<file path="src/rtl/pbs_consts.svh">
// Constants of the polling and bit-check sequencer.
// Assumes inclusion by bare name from each design file that uses its constants.
`ifndef PBS_CONSTS_SVH
`define PBS_CONSTS_SVH
`define PBS_DIV_A 5'd28
`define PBS_DIV_B 5'd30
`define PBS_SLEEP_UNIT 11'd1024
`define PBS_SLEEP_MAX 5'h1f
`define PBS_XSLEEP_EXT 4'd8
`define PBS_XSLEEP_STD 4'd1
`define PBS_STARTUP_TICKS 16'h0100
`define PBS_ADDR_OPERATING_CONFIG_REG 12'h000
`define PBS_ADDR_LIMIT 12'h004
`define PBS_ADDR_STATUS 12'h008
`define PBS_OPERATING_CONFIG_REG_RESET 32'h0000_0000
`define PBS_LIMIT_RESET 32'h0000_0000
`define PBS_OP_SLEEP_LSB 0
`define PBS_OP_XSLEEP_BIT 5
`define PBS_OP_NBIT_LSB 6
`define PBS_OP_BR_LSB 8
`define PBS_OP_VARIANT_BIT 10
`define PBS_LIM_MIN_LSB 0
`define PBS_LIM_MAX_LSB 8
`endif

</file>
<file path="src/rtl/pbs_pkg.sv">
// Types of the polling and bit-check sequencer.
// Assumes nothing of its surroundings.
package pbs_pkg;
	typedef enum logic [2:0]
	{
		PBS_SLEEP = 3'b000,
		PBS_STARTUP = 3'b001,
		PBS_CHECK = 3'b010,
		PBS_RECEIVE = 3'b011,
		PBS_PARKED = 3'b100
	} pbs_state_e;
endpackage

</file>
<file path="src/rtl/pbs_divider.sv">
// Programmable tick divider: one-cycle pulse every ratio enables.
// Assumes ratio is at least one and stable between uses.
`timescale 1ns/1ps
`include "pbs_consts.svh"
module pbs_divider
(
	input wire logic pclk,
	input wire logic presetn,
	input wire logic en,
	input wire logic [4:0] ratio,
	output logic tick
);
	logic [4:0] cnt;
	// Count enables; pulse at terminal count
	always_ff @(posedge pclk or negedge presetn)
	begin
		if (!presetn)
			cnt <= 5'h00;
		else if (en)
			cnt <= (cnt + 5'h01 >= ratio) ? 5'h00 : cnt + 5'h01;
	end
	assign tick = en && (cnt + 5'h01 >= ratio);
endmodule

</file>
<file path="src/rtl/pbs_apb_regs.sv">
// APB slave holding operating and limit configuration plus status.
// Assumes a standard APB master; zero wait states.
`timescale 1ns/1ps
`include "pbs_consts.svh"
module pbs_apb_regs
(
	input wire logic pclk,
	input wire logic presetn,
	input wire logic psel,
	input wire logic penable,
	input wire logic pwrite,
	input wire logic [11:0] paddr,
	input wire logic [31:0] pwdata,
	output logic [31:0] prdata,
	output logic pready,
	output logic pslverr,
	input wire logic [31:0] status,
	output logic [31:0] operating_config_reg,
	output logic [31:0] limit_config_reg,
	output logic op_written
);
	logic wr;
	logic hit;
	assign wr = psel && penable && pwrite;
	assign hit = (paddr == `PBS_ADDR_OPERATING_CONFIG_REG) || (paddr == `PBS_ADDR_LIMIT) || (paddr == `PBS_ADDR_STATUS);
	assign pready = 1'b1;
	assign pslverr = psel && penable && !hit;
	// Configuration writes; status is read-only
	always_ff @(posedge pclk or negedge presetn)
	begin
		if (!presetn)
		begin
			operating_config_reg <= `PBS_OPERATING_CONFIG_REG_RESET;
			limit_config_reg <= `PBS_LIMIT_RESET;
			op_written <= 1'b0;
		end
		else
		begin
			op_written <= wr && (paddr == `PBS_ADDR_OPERATING_CONFIG_REG);
			if (wr && paddr == `PBS_ADDR_OPERATING_CONFIG_REG)
				operating_config_reg <= pwdata & 32'h0000_07ff;
			if (wr && paddr == `PBS_ADDR_LIMIT)
				limit_config_reg <= pwdata & 32'h0000_3f1f;
		end
	end
	// Registered read data, loaded in the setup cycle
	always_ff @(posedge pclk or negedge presetn)
	begin
		if (!presetn)
			prdata <= 32'h0000_0000;
		else if (psel && !penable && !pwrite)
		begin
			case (paddr)
				`PBS_ADDR_OPERATING_CONFIG_REG: prdata <= operating_config_reg;
				`PBS_ADDR_LIMIT: prdata <= limit_config_reg;
				`PBS_ADDR_STATUS: prdata <= status;
				default: prdata <= 32'h0000_0000;
			endcase
		end
	end
endmodule

</file>
<file path="src/rtl/pbs_sequencer.sv">
// Polling and bit-check sequencer top: sleep, start-up, bit-check, receive.
// Assumes pclk is the crystal clock and dem_out is synchronous to it.
//
// The register addresses and the APB register port were left to the implementer.
`timescale 1ns/1ps
`include "pbs_consts.svh"
module pbs_sequencer
(
	input wire logic pclk,
	input wire logic presetn,
	input wire logic psel,
	input wire logic penable,
	input wire logic pwrite,
	input wire logic [11:0] paddr,
	input wire logic [31:0] pwdata,
	output logic [31:0] prdata,
	output logic pready,
	output logic pslverr,
	input wire logic dem_out,
	input wire logic polling_cmd,
	output logic activity_indicator,
	output logic path_enable,
	output logic data_out
);
	// ------------------------------------------------------------
	// Registers and configuration fields
	// ------------------------------------------------------------
	logic [31:0] operating_config_reg;
	logic [31:0] limit_config_reg;
	logic [31:0] status;
	logic op_written;
	logic [4:0] sleep_field;
	logic sleep_extend_bit;
	logic [1:0] nbit_sel;
	logic [1:0] baud_range_select;
	logic variant_sel;
	logic [4:0] lim_min;
	logic [5:0] lim_max;
	pbs_pkg::pbs_state_e state;
	pbs_pkg::pbs_state_e next_state;

	assign sleep_field = operating_config_reg[`PBS_OP_SLEEP_LSB +: 5];
	assign sleep_extend_bit = operating_config_reg[`PBS_OP_XSLEEP_BIT];
	assign nbit_sel = operating_config_reg[`PBS_OP_NBIT_LSB +: 2];
	assign baud_range_select = operating_config_reg[`PBS_OP_BR_LSB +: 2];
	assign variant_sel = operating_config_reg[`PBS_OP_VARIANT_BIT];
	assign lim_min = limit_config_reg[`PBS_LIM_MIN_LSB +: 5];
	assign lim_max = limit_config_reg[`PBS_LIM_MAX_LSB +: 6];

	pbs_apb_regs u_regs
	(
		.pclk(pclk),
		.presetn(presetn),
		.psel(psel),
		.penable(penable),
		.pwrite(pwrite),
		.paddr(paddr),
		.pwdata(pwdata),
		.prdata(prdata),
		.pready(pready),
		.pslverr(pslverr),
		.status(status),
		.operating_config_reg(operating_config_reg),
		.limit_config_reg(limit_config_reg),
		.op_written(op_written)
	);

	// ------------------------------------------------------------
	// Tick generation
	// ------------------------------------------------------------
	logic basic_tick;
	logic extended_tick;
	logic [4:0] basic_ratio;
	logic [4:0] ext_ratio;
	// divide by 28 or 30 per variant
	assign basic_ratio = variant_sel ? `PBS_DIV_B : `PBS_DIV_A;
	// range 1 four, range 2 two, range 3 one basic tick
	always_comb
	begin
		case (baud_range_select)
			2'd1: ext_ratio = 5'd2;
			2'd2: ext_ratio = 5'd1;
			default: ext_ratio = 5'd4;
		endcase
	end

	pbs_divider u_basic
	(
		.pclk(pclk),
		.presetn(presetn),
		.en(1'b1),
		.ratio(basic_ratio),
		.tick(basic_tick)
	);
	pbs_divider u_ext
	(
		.pclk(pclk),
		.presetn(presetn),
		.en(basic_tick),
		.ratio(ext_ratio),
		.tick(extended_tick)
	);

	// ------------------------------------------------------------
	// Timers and edge detection
	// ------------------------------------------------------------
	logic [18:0] sleep_target;
	logic [18:0] phase_cnt;
	logic [5:0] interval_count_value;
	logic [4:0] checks_done;
	logic [4:0] checks_needed;
	logic dem_sync;
	logic dem_prev;
	logic dem_edge;
	logic sleep_done;
	logic startup_done;
	logic check_fail;
	logic check_pass;
	logic first_seen;

	// sleep in basic ticks: field x multiplier x 1024
	assign sleep_target = 19'(sleep_field) * 19'(sleep_extend_bit ? `PBS_XSLEEP_EXT : `PBS_XSLEEP_STD)
		* 19'(`PBS_SLEEP_UNIT);
	assign sleep_done = basic_tick && (phase_cnt + 19'd1 >= sleep_target);
	assign startup_done = basic_tick && (phase_cnt + 19'd1 >= 19'(`PBS_STARTUP_TICKS));

	// 0/3/6/9 bits map to 0/6/12/18 checks
	always_comb
	begin
		case (nbit_sel)
			2'd1: checks_needed = 5'd6;
			2'd2: checks_needed = 5'd12;
			2'd3: checks_needed = 5'd18;
			default: checks_needed = 5'd0;
		endcase
	end

	// sample demodulator on extended tick, reset history at check start
	always_ff @(posedge pclk or negedge presetn)
	begin
		if (!presetn)
		begin
			dem_sync <= 1'b0;
			dem_prev <= 1'b0;
		end
		else if (state != pbs_pkg::PBS_CHECK)
		begin
			dem_sync <= dem_out;
			dem_prev <= dem_out;
		end
		else if (extended_tick)
		begin
			dem_sync <= dem_out;
			dem_prev <= dem_sync;
		end
	end
	assign dem_edge = extended_tick && (dem_sync != dem_prev);

	// edge below min, or count reaching max, fails
	// The first edge has no earlier edge to measure from, so it only starts the count
	assign check_fail = (state == pbs_pkg::PBS_CHECK)
		&& ((dem_edge && first_seen && interval_count_value < 6'(lim_min)) || (interval_count_value >= lim_max));
	// pass when all configured checks succeeded
	assign check_pass = (state == pbs_pkg::PBS_CHECK) && !check_fail && (checks_done >= checks_needed);

	// Phase timer in basic ticks, restarted on each state change
	always_ff @(posedge pclk or negedge presetn)
	begin
		if (!presetn)
			phase_cnt <= 19'd0;
		else if (next_state != state)
			phase_cnt <= 19'd0;
		else if (basic_tick)
			phase_cnt <= phase_cnt + 19'd1;
	end

	// first edge in a check only opens the first interval
	always_ff @(posedge pclk or negedge presetn)
	begin
		if (!presetn)
			first_seen <= 1'b0;
		else if (state != pbs_pkg::PBS_CHECK)
			first_seen <= 1'b0;
		else if (dem_edge)
			first_seen <= 1'b1;
	end

	// interval counter per extended tick, set to 1 at each edge
	always_ff @(posedge pclk or negedge presetn)
	begin
		if (!presetn)
		begin
			interval_count_value <= 6'd0;
			checks_done <= 5'd0;
		end
		else if (state != pbs_pkg::PBS_CHECK)
		begin
			interval_count_value <= 6'd0;
			checks_done <= 5'd0;
		end
		else if (dem_edge)
		begin
			interval_count_value <= 6'd1;
			if (first_seen)
				checks_done <= checks_done + 5'd1;
		end
		else if (extended_tick && interval_count_value != 6'h3f)
			interval_count_value <= interval_count_value + 6'd1;
	end

	// ------------------------------------------------------------
	// Polling state machine
	// ------------------------------------------------------------
	// Next phase of the polling loop
	always_comb
	begin
		next_state = state;
		case (state)
			pbs_pkg::PBS_SLEEP:
			begin
				if (sleep_field == `PBS_SLEEP_MAX)
					next_state = pbs_pkg::PBS_PARKED;
				else if (sleep_target == 19'd0 || sleep_done)
					next_state = pbs_pkg::PBS_STARTUP;
			end
			pbs_pkg::PBS_STARTUP:
			begin
				if (startup_done)
					next_state = pbs_pkg::PBS_CHECK;
			end
			pbs_pkg::PBS_CHECK:
			begin
				// abort to sleep on window violation
				if (check_fail)
					next_state = pbs_pkg::PBS_SLEEP;
				else if (check_pass)
					next_state = pbs_pkg::PBS_RECEIVE;
			end
			pbs_pkg::PBS_RECEIVE:
			begin
				if (polling_cmd)
					next_state = pbs_pkg::PBS_SLEEP;
			end
			pbs_pkg::PBS_PARKED:
			begin
				// new non-maximum value restarts with fresh sleep
				if (op_written && sleep_field != `PBS_SLEEP_MAX)
					next_state = pbs_pkg::PBS_SLEEP;
			end
			default: next_state = pbs_pkg::PBS_SLEEP;
		endcase
	end

	// Phase register
	always_ff @(posedge pclk or negedge presetn)
	begin
		if (!presetn)
			state <= pbs_pkg::PBS_SLEEP;
		else
			state <= next_state;
	end

	// ------------------------------------------------------------
	// Outputs
	// ------------------------------------------------------------
	// registered path enable, activity and data
	always_ff @(posedge pclk or negedge presetn)
	begin
		if (!presetn)
		begin
			path_enable <= 1'b0;
			activity_indicator <= 1'b0;
			data_out <= 1'b1;
		end
		else
		begin
			path_enable <= (next_state == pbs_pkg::PBS_STARTUP) || (next_state == pbs_pkg::PBS_CHECK)
				|| (next_state == pbs_pkg::PBS_RECEIVE);
			activity_indicator <= (next_state == pbs_pkg::PBS_STARTUP) || (next_state == pbs_pkg::PBS_CHECK)
				|| (next_state == pbs_pkg::PBS_RECEIVE);
			data_out <= (next_state == pbs_pkg::PBS_RECEIVE) ? dem_sync : 1'b1;
		end
	end

	assign status = {21'h00_0000, 2'(checks_done >> 3), interval_count_value, state};
endmodule

</file>
<file path="config.mk">
export PLATFORM = sky130hd
export DESIGN_NAME = pbs_sequencer
export DESIGN_NICKNAME = d
export VERILOG_FILES = /design/src/rtl/pbs_pkg.sv /design/src/rtl/pbs_divider.sv /design/src/rtl/pbs_apb_regs.sv /design/src/rtl/pbs_sequencer.sv
export VERILOG_INCLUDE_DIRS = /design/src /design/src/rtl
export SDC_FILE = /design/constraint.sdc
export NUM_CORES = 1
export LEC_CHECK = 0
export BUFFER_PORTS_ARGS = -buffer_cell sky130_fd_sc_hd__buf_2
export CAP_MARGIN = 5
export CORE_AREA = 2 2 89 126
export CTS_CLUSTER_SIZE = 12
export DETAILED_ROUTE_END_ITERATION = 12
export DIE_AREA = 0 0 91 128
export GPL_ROUTABILITY_DRIVEN = 0
export PLACE_DENSITY = 0.76
export SKIP_LAST_GASP = 1
export SLEW_MARGIN = 10
export SYNTH_ARGS = -nofsm -noshare
export SYNTH_HDL_FRONTEND = slang
export SYNTH_SLANG_ARGS = --single-unit
export TNS_END_PERCENT = 5
</file>
<file path="constraint.sdc">
create_clock -name pclk -period 4.2 [get_ports pclk]
set_clock_uncertainty 0.2 [all_clocks]
set_input_delay 0.21 -clock pclk [delete_from_list [all_inputs] [get_ports pclk]]
set_output_delay 0.21 -clock pclk [all_outputs]
set_load 0.05 [all_outputs]
</file>
# After elaboration in Yosys (flattened, before gate mapping)
# Index checks and enable logic that the tools add are counted.
dict set report classes {
  n_lt_le_gt_ge 7
  eq_ne 20
  addsub 5
  n_mul 1
  muxes 30
  n_reduce_logical 37
}
# operator count
set op_table {}
lappend op_table {{one-hot mux 14 bit (3 select lines)} 1}
lappend op_table {{2-to-1 mux 19 bit} 2}
lappend op_table {{2-to-1 mux 5 bit} 5}
lappend op_table {{2-to-1 mux 3 bit} 7}
lappend op_table {{adder 19 x 1 -> 19 bit, second input constant} 1}
lappend op_table {{greater-or-equal comparator 19 bit} 1}
lappend op_table {{greater-or-equal comparator 19 x 9 -> 1 bit, second input constant} 1}
lappend op_table {{zero test 19 bit} 1}
lappend op_table {{logical AND 1 bit} 18}
lappend op_table {{2-to-1 mux 6 bit} 3}
lappend op_table {{adder 5 x 1 -> 5 bit, second input constant} 3}
lappend op_table {{one-hot mux 3 bit (5 select lines)} 1}
lappend op_table {{one-hot mux 5 bit (3 select lines)} 1}
lappend op_table {{equality test 12 x 3 -> 1 bit, second input constant} 1}
lappend op_table {{equality test 12 x 4 -> 1 bit, second input constant} 1}
lappend op_table {{equality test 3 x 2 -> 1 bit, second input constant} 4}
lappend op_table {{zero test 12 bit} 1}
lappend op_table {{greater-or-equal comparator 5 bit} 2}
lappend op_table {{multiplier 5 x 4 -> 9 bit} 1}
lappend op_table {{nonzero test 2 bit} 4}
lappend op_table {{2-to-1 mux 1 bit} 7}
lappend op_table {{adder 6 x 1 -> 6 bit, second input constant} 1}
lappend op_table {{equality test 2 bit, second input constant} 3}
lappend op_table {{equality test 3 x 1 -> 1 bit, second input constant} 2}
lappend op_table {{other kinds (19)} 28}
dict set report word_totals {
  in_bits 51
  out_inout_bits 37
  wordCells 115
  reg_bits 103
}

# Logic depth before layout (Yosys ltp)
dict set report depth {
  depth_word 18
  ltp_mapped 16
}

# Modules after synthesis
# A second synthesis with hierarchy kept.
dict set report unflattened {
  hier_cells 681
  hier_area_um2 6807.8
}
# module n_inst cells_per_inst area_each_um2
set by_module_without_submodules {}
lappend by_module_without_submodules {pbs_sequencer 1 366 3330.7}
lappend by_module_without_submodules {pbs_apb_regs 1 227 2638.8}
lappend by_module_without_submodules {pbs_divider 2 44 419.2}

# Worst setup path after synthesis
# OpenSTA, ideal clock, no wires.
dict set report synth_path {
  kind {register -> register}
  start {register phase_cnt[0]}
  end {register phase_cnt[0]}
  path_stages_with_launch 15
  t_arrival_ns 3.198
  required_time_ns 3.877
  path_buffers 1
  slack_ns 0.679
  setup_ns 0.123
  path_cell_list {dfrtp_1 ha_1 nand4_4 or4_4 o21ai_2 nand2_1 ha_1 nand4_1 nor2_1 o2111ai_1 a2111oi_0 nor3_1 o221ai_2 buf_6 nor3_2}
}
dict set report synth_via {
  elab_chain_len 9
}
# item line
set synth_rtl {}
lappend synth_rtl {{from (decl)} pbs_sequencer.sv:108} ;# logic [18:0] phase_cnt;
lappend synth_rtl {{from (signal assigned)} pbs_sequencer.sv:174} ;# phase_cnt <= phase_cnt + 19'd1;
lappend synth_rtl {{adder 19 x 1 -> 19 bit *} {pbs_sequencer.sv:124, pbs_sequencer.sv:125, pbs_sequencer.sv:174}}
lappend synth_rtl {{greater-or-equal comparator 19 bit} pbs_sequencer.sv:124} ;# assign sleep_done = basic_tick && (phase_cnt + 19'd1 >= sleep_target);
lappend synth_rtl {{logical AND 1 bit} pbs_sequencer.sv:124}
lappend synth_rtl {{logical OR 1 bit} pbs_sequencer.sv:223} ;# else if (sleep_target == 19'd0 || sleep_done)
lappend synth_rtl {{2-to-1 mux 3 bit} pbs_sequencer.sv:223}
lappend synth_rtl {{2-to-1 mux 3 bit} pbs_sequencer.sv:221} ;# if (sleep_field == `PBS_SLEEP_MAX)
lappend synth_rtl {{one-hot mux 3 bit (5 select lines)} pbs_sequencer.sv:218} ;# case (state)
lappend synth_rtl {{inequality test 3 bit} pbs_sequencer.sv:171} ;# else if (next_state != state)
lappend synth_rtl {{2-to-1 mux 19 bit / nonzero test 2 bit (equally long branches)} -}
# Mark *: on every way between the ends. The rest lies on a longest branch, timed or not. The select of a mux whose other input is x is not followed.
# A chain may end at the register's enable or synchronous reset.

# Worst setup path in the final report
dict set report layout_path {
  start {register phase_cnt[0]}
  end {register phase_cnt[7]}
}
# Same word-level chain as after synthesis.

==> summary.md <==
| Metric | Value |
|---|---|
| Clock tree from TritonCTS | `yes` |
| Hold Path Cell Cnt | `3` |
| Category of cells accounting for the largest share of critical-path delay | `simple AND/OR/NAND/NOR gates` |
| Overall die area | `11600 sq um` |
| Static power due to leakage | `slightly above 3 nW` |
| Final Slew Violations | `0` |
| Reg-to-reg startpoint | `phase_cnt[0]` |
| Met2 usage in global routing | `0.389` |
| Final design area excluding fillers | `6300 sq um` |
| Cell Pwr Density | `about 300 nW/um^2` |
| Final cycle utilization of the critical path | `0.934` |
| Most Used Layer, Global Route | `met2` |
| Dominant cells by area after synthesis | `sky130_fd_sc_hd__dfrtp_1 (37%), sky130_fd_sc_hd__ha_1 (9.3%), sky130_fd_sc_hd__nand2_1 (4.0%)` |
| Number of global-route vias before repair | `4389` |
| Slew at the pin closest to its max-slew limit | `1.06 ns` |
| Prevailing post-synth register cell | `sky130_fd_sc_hd__dfrtp_1` |
| Top reg by flops | `phase_cnt` |
| Flip-flop count of the largest register after layout | `19` |
| Number of buffer cells added on primary ports | `50` |
| Maximum frequency from static timing analysis | `~0.25 GHz` |
| Post-route antenna net violation count | `0` |
| Max-Slew Margin vs Limit | `0.293` |
| Number of top-level pins | `88` |
| Starting density of the core | `0.535` |
| Drt via density | `5.47` |
| RSZ-0062 raised after global routing | `false` |
| Max-capacitance violation count | `0` |
| GRT Residual Overflow | `0` |
| Antenna diodes | `0` |
| Reg clk slew, reported paths | `0.06 ns` |
| Routed WL per cell | `between 10 and 15 um` |
| End of the worst hold path | `state[1]` |
| Clock tree root buffer cell | `sky130_fd_sc_hd__clkbuf_16` |
| Number of buffers created by CTS | `9` |
| IR Drop Worst-Case VDD | `208 uV` |
| Outcome | `completed` |
| Instance count of the mapped netlist | `607` |
| Post-detailed-routing wire length | `11.9 mm` |
| Maximum fanout encountered on the critical timing path | `19` |
| Proportion of layout cells with a drive suffix above 1 | `0.164` |
| Floorplan die height | `128 um` |
| Element type at the critical path start | `register` |
| Maximum buffer depth of the clock tree | `2` |
| Global Route met1 Usage | `0.234` |
| Start point of the worst min-delay path | `polling_cmd` |
| Final HPWL from detailed placement | `8.78 mm` |
| Setup slack at placement | `~0.32 ns` |
| Drt first pass iters | `4` |
| Hold/Removal Path Class | `primary input to register` |
| Hold Vio Cnt, Final | `0` |
| Critical register-to-register path endpoint | `phase_cnt[7]` |
| Overall track demand over capacity in global routing | `0.211` |
| WP data required | `about 4.2 ns` |
| Global-route wire length before repair | `20.0 mm` |
| Area of the mapped netlist | `around 5700 sq um` |
| Min setup slack post-route | `0.278 ns` |
| Number of synthesized register bits | `85` |
| Critical Path Sink Type | `register` |
| Area of the core region | `10600 sq um` |
| Largest net degree at the start of global routing | `86` |
| Yosys warning count | `0` |
| Initial drt markers | `173` |
| Die span in x | `91 um` |
| Count of flip-flops with a built-in enable after synthesis | `0` |
| Arrival time at the worst endpoint | `slightly below 4 ns` |
| Rows | `45` |
| Critical-path cell with the highest stage delay | `sky130_fd_sc_hd__or4_4` |
| Area of placed instances | `5870 sq um` |
| Hold Slack | `0.109 ns` |
| Clk sink count | `85` |
| Number of different library cells in the post-synthesis netlist | `63` |
| Leading registers by flop count | `phase_cnt: 19 flops, u_regs.prdata: 14 flops` |
| Final setup violation count | `0` |
| Cells on worst reg2reg path | `14` |
| Antenna violations before repair | `0` |
| Sequence of cells on the critical path | `ha_1, nand4_4, or4_4, o21ai_2, nand2_1, ha_1, nand4_1, nor2_1, o2111ai_1, a2111oi_0, nor3_1, o221ai_2, buf_4, nor3_1` |
| Final Net Count | `754` |
| Setup_tns | `0 ns` |
| Yosys top cell by area | `sky130_fd_sc_hd__dfrtp_1` |
| Met3 Resource Use GR | `0.0364` |
| Final critical delay including setup and external delays | `3.92 ns` |
| Worst Path Buf+Inv | `1` |
| Remaining routing DRC violations | `0` |
| Async set-reset flop share out of synthesis | `1.00` |
| Critical setup path kind | `register to register` |
| Share of the core filled with cells | `0.596` |
| Number of gates resized after CTS | `0` |
| Post-Synthesis Mean Instance Area | `9.32 sq um` |
| Clock insertion delay at the later pin of the skew report | `0.33 ns` |
| CTS HTree Levels | `3` |
| Delay of the slowest critical-path stage | `approximately 0.57 ns` |
| Area share of the largest cell type after synthesis | `0.371` |
| Area overhead of the layout relative to synthesis | `11.4%` |
| Share of synthesized area occupied by flip-flops and latches | `0.376` |
| Vias | `4405` |
| R2R Setup Slk | `between 0.2 and 0.3 ns` |
==> repair_timing <==
action | in CTS | in global routing
setup buffers | 0 | 0
hold buffers | 16 | 0
hold endpoints to repair | 108 | 0
==> cell families after synthesis <==
family,synth area share
fa+ha+maj,0.0964
flops,0.376
other cells,0.00133
mux,0.0557
compound gates,0.112
xor+xnor,0.0650
simple gates,0.209
buf+inv,0.0838
==> per-stage QoR <==
step,std cells,total power (W)
floorplan,627,0.00107
global placement,774,0.00111
detailed placement,774,0.00111
CTS,806,0.00186
global route,806,0.00193
finish,806,0.00185
==> worst reg2reg max path: stages (launching register included) <==
cell                        delay [ns]
sky130_fd_sc_hd__dfrtp_1          0.46
sky130_fd_sc_hd__ha_1             0.32
sky130_fd_sc_hd__nand4_4          0.14
sky130_fd_sc_hd__or4_4            0.57
sky130_fd_sc_hd__o21ai_2          0.15
sky130_fd_sc_hd__nand2_1          0.08
sky130_fd_sc_hd__ha_1             0.30
sky130_fd_sc_hd__nand4_1          0.15
sky130_fd_sc_hd__nor2_1           0.17
sky130_fd_sc_hd__o2111ai_1        0.13
sky130_fd_sc_hd__a2111oi_0        0.41
sky130_fd_sc_hd__nor3_1           0.14
sky130_fd_sc_hd__o221ai_2         0.15
sky130_fd_sc_hd__buf_4            0.30
sky130_fd_sc_hd__nor3_1           0.10
==> synthesized netlist by cell type, drive strengths merged, types with 8 or more instances <==
cell type,number
nand2,61
mux2i,18
nand2b,8
nor2,48
clkbuf,21
nor3,27
a21oi,22
dfrtp,84
xor2,21
ha,42
nand4,15
mux2,12
inv,33
buf,30
a21o,8
nand3,23
o21ai,32
xnor2,21
==> worst max-delay path by stage <==
| stage | from | end | slack (ns) | depth (start not counted) |
|---|---|---|---|---|
| floorplan | phase_cnt[0] | phase_cnt[0] | 0.68 | 14 |
| global placement | phase_cnt[0] | phase_cnt[3] | 0.41 | 14 |
| detailed placement | phase_cnt[0] | phase_cnt[2] | 0.32 | 14 |
| CTS | phase_cnt[0] | phase_cnt[4] | 0.30 | 14 |
| global route | phase_cnt[0] | phase_cnt[7] | 0.006 | 14 |
| finish | phase_cnt[0] | phase_cnt[7] | 0.28 | 14 |
==> area by class of cell <==
class / instances / area, sq um
Inverter: 33 / 124
Tap cell: 141 / 176
Clock inverter: 4 / 22.5
Clock buffer: 12 / 256
Timing Repair Buffer: 73 / 465
Sequential cell: 85 / 2130
Multi-Input combinational cell: 458 / 3130
Fill cell: 920 / 4280
==> per-layer routing <==
| layer | routed length (um) | vias to the layer above |
|---|---|---|
| met3 | 359 | 27 |
| met5 | 0 | - |
| met1 | 4810 | 2109 |
| met2 | 6340 | 95 |
| li1 | - | 2174 |
| met4 | 381 | 0 |
==> power breakdown <==
part	internal, W	leakage, nW	total, W	switching [W]
combinational	0.0000752	1.80	0.000250	0.000175
clock	0.000430	0.138	0.000738	0.000309
sequential	0.000833	1.08	0.000858	0.0000245
total	0.00134	3.02	0.00185	0.000508
==> placed cells by master (no fill, tap or decap), types with 3 or more instances in the layout <==
| cell | instances |
|---|---|
| sky130_fd_sc_hd__nand4_1 | 14 |
| sky130_fd_sc_hd__and2_1 | 7 |
| sky130_fd_sc_hd__clkbuf_16 | 9 |
| sky130_fd_sc_hd__or2_2 | 4 |
| sky130_fd_sc_hd__o21a_1 | 3 |
| sky130_fd_sc_hd__xnor2_1 | 21 |
| sky130_fd_sc_hd__nand2b_1 | 8 |
| sky130_fd_sc_hd__dlygate4sd3_1 | 16 |
| sky130_fd_sc_hd__nor2_1 | 48 |
| sky130_fd_sc_hd__clkinv_2 | 3 |
| sky130_fd_sc_hd__o211ai_1 | 5 |
| sky130_fd_sc_hd__a211oi_1 | 3 |
| sky130_fd_sc_hd__nand2_1 | 61 |
| sky130_fd_sc_hd__mux2_2 | 12 |
| sky130_fd_sc_hd__inv_1 | 33 |
| sky130_fd_sc_hd__xor2_1 | 21 |
| sky130_fd_sc_hd__buf_4 | 8 |
| sky130_fd_sc_hd__a21o_1 | 8 |
| sky130_fd_sc_hd__nor3_1 | 16 |
| sky130_fd_sc_hd__and3_1 | 6 |
| sky130_fd_sc_hd__buf_2 | 49 |
| sky130_fd_sc_hd__dfrtp_1 | 84 |
| sky130_fd_sc_hd__o31ai_1 | 4 |
| sky130_fd_sc_hd__conb_1 | 22 |
| sky130_fd_sc_hd__mux2i_1 | 18 |
| sky130_fd_sc_hd__o21ai_0 | 31 |
| sky130_fd_sc_hd__nand3_1 | 22 |
| sky130_fd_sc_hd__nor3_2 | 10 |
| sky130_fd_sc_hd__ha_1 | 42 |
| sky130_fd_sc_hd__a21oi_1 | 22 |
| sky130_fd_sc_hd__or3_1 | 5 |
| sky130_fd_sc_hd__nor2b_1 | 5 |
| sky130_fd_sc_hd__nor4_1 | 7 |
Note: power is estimated with default switching activity, not from simulation.
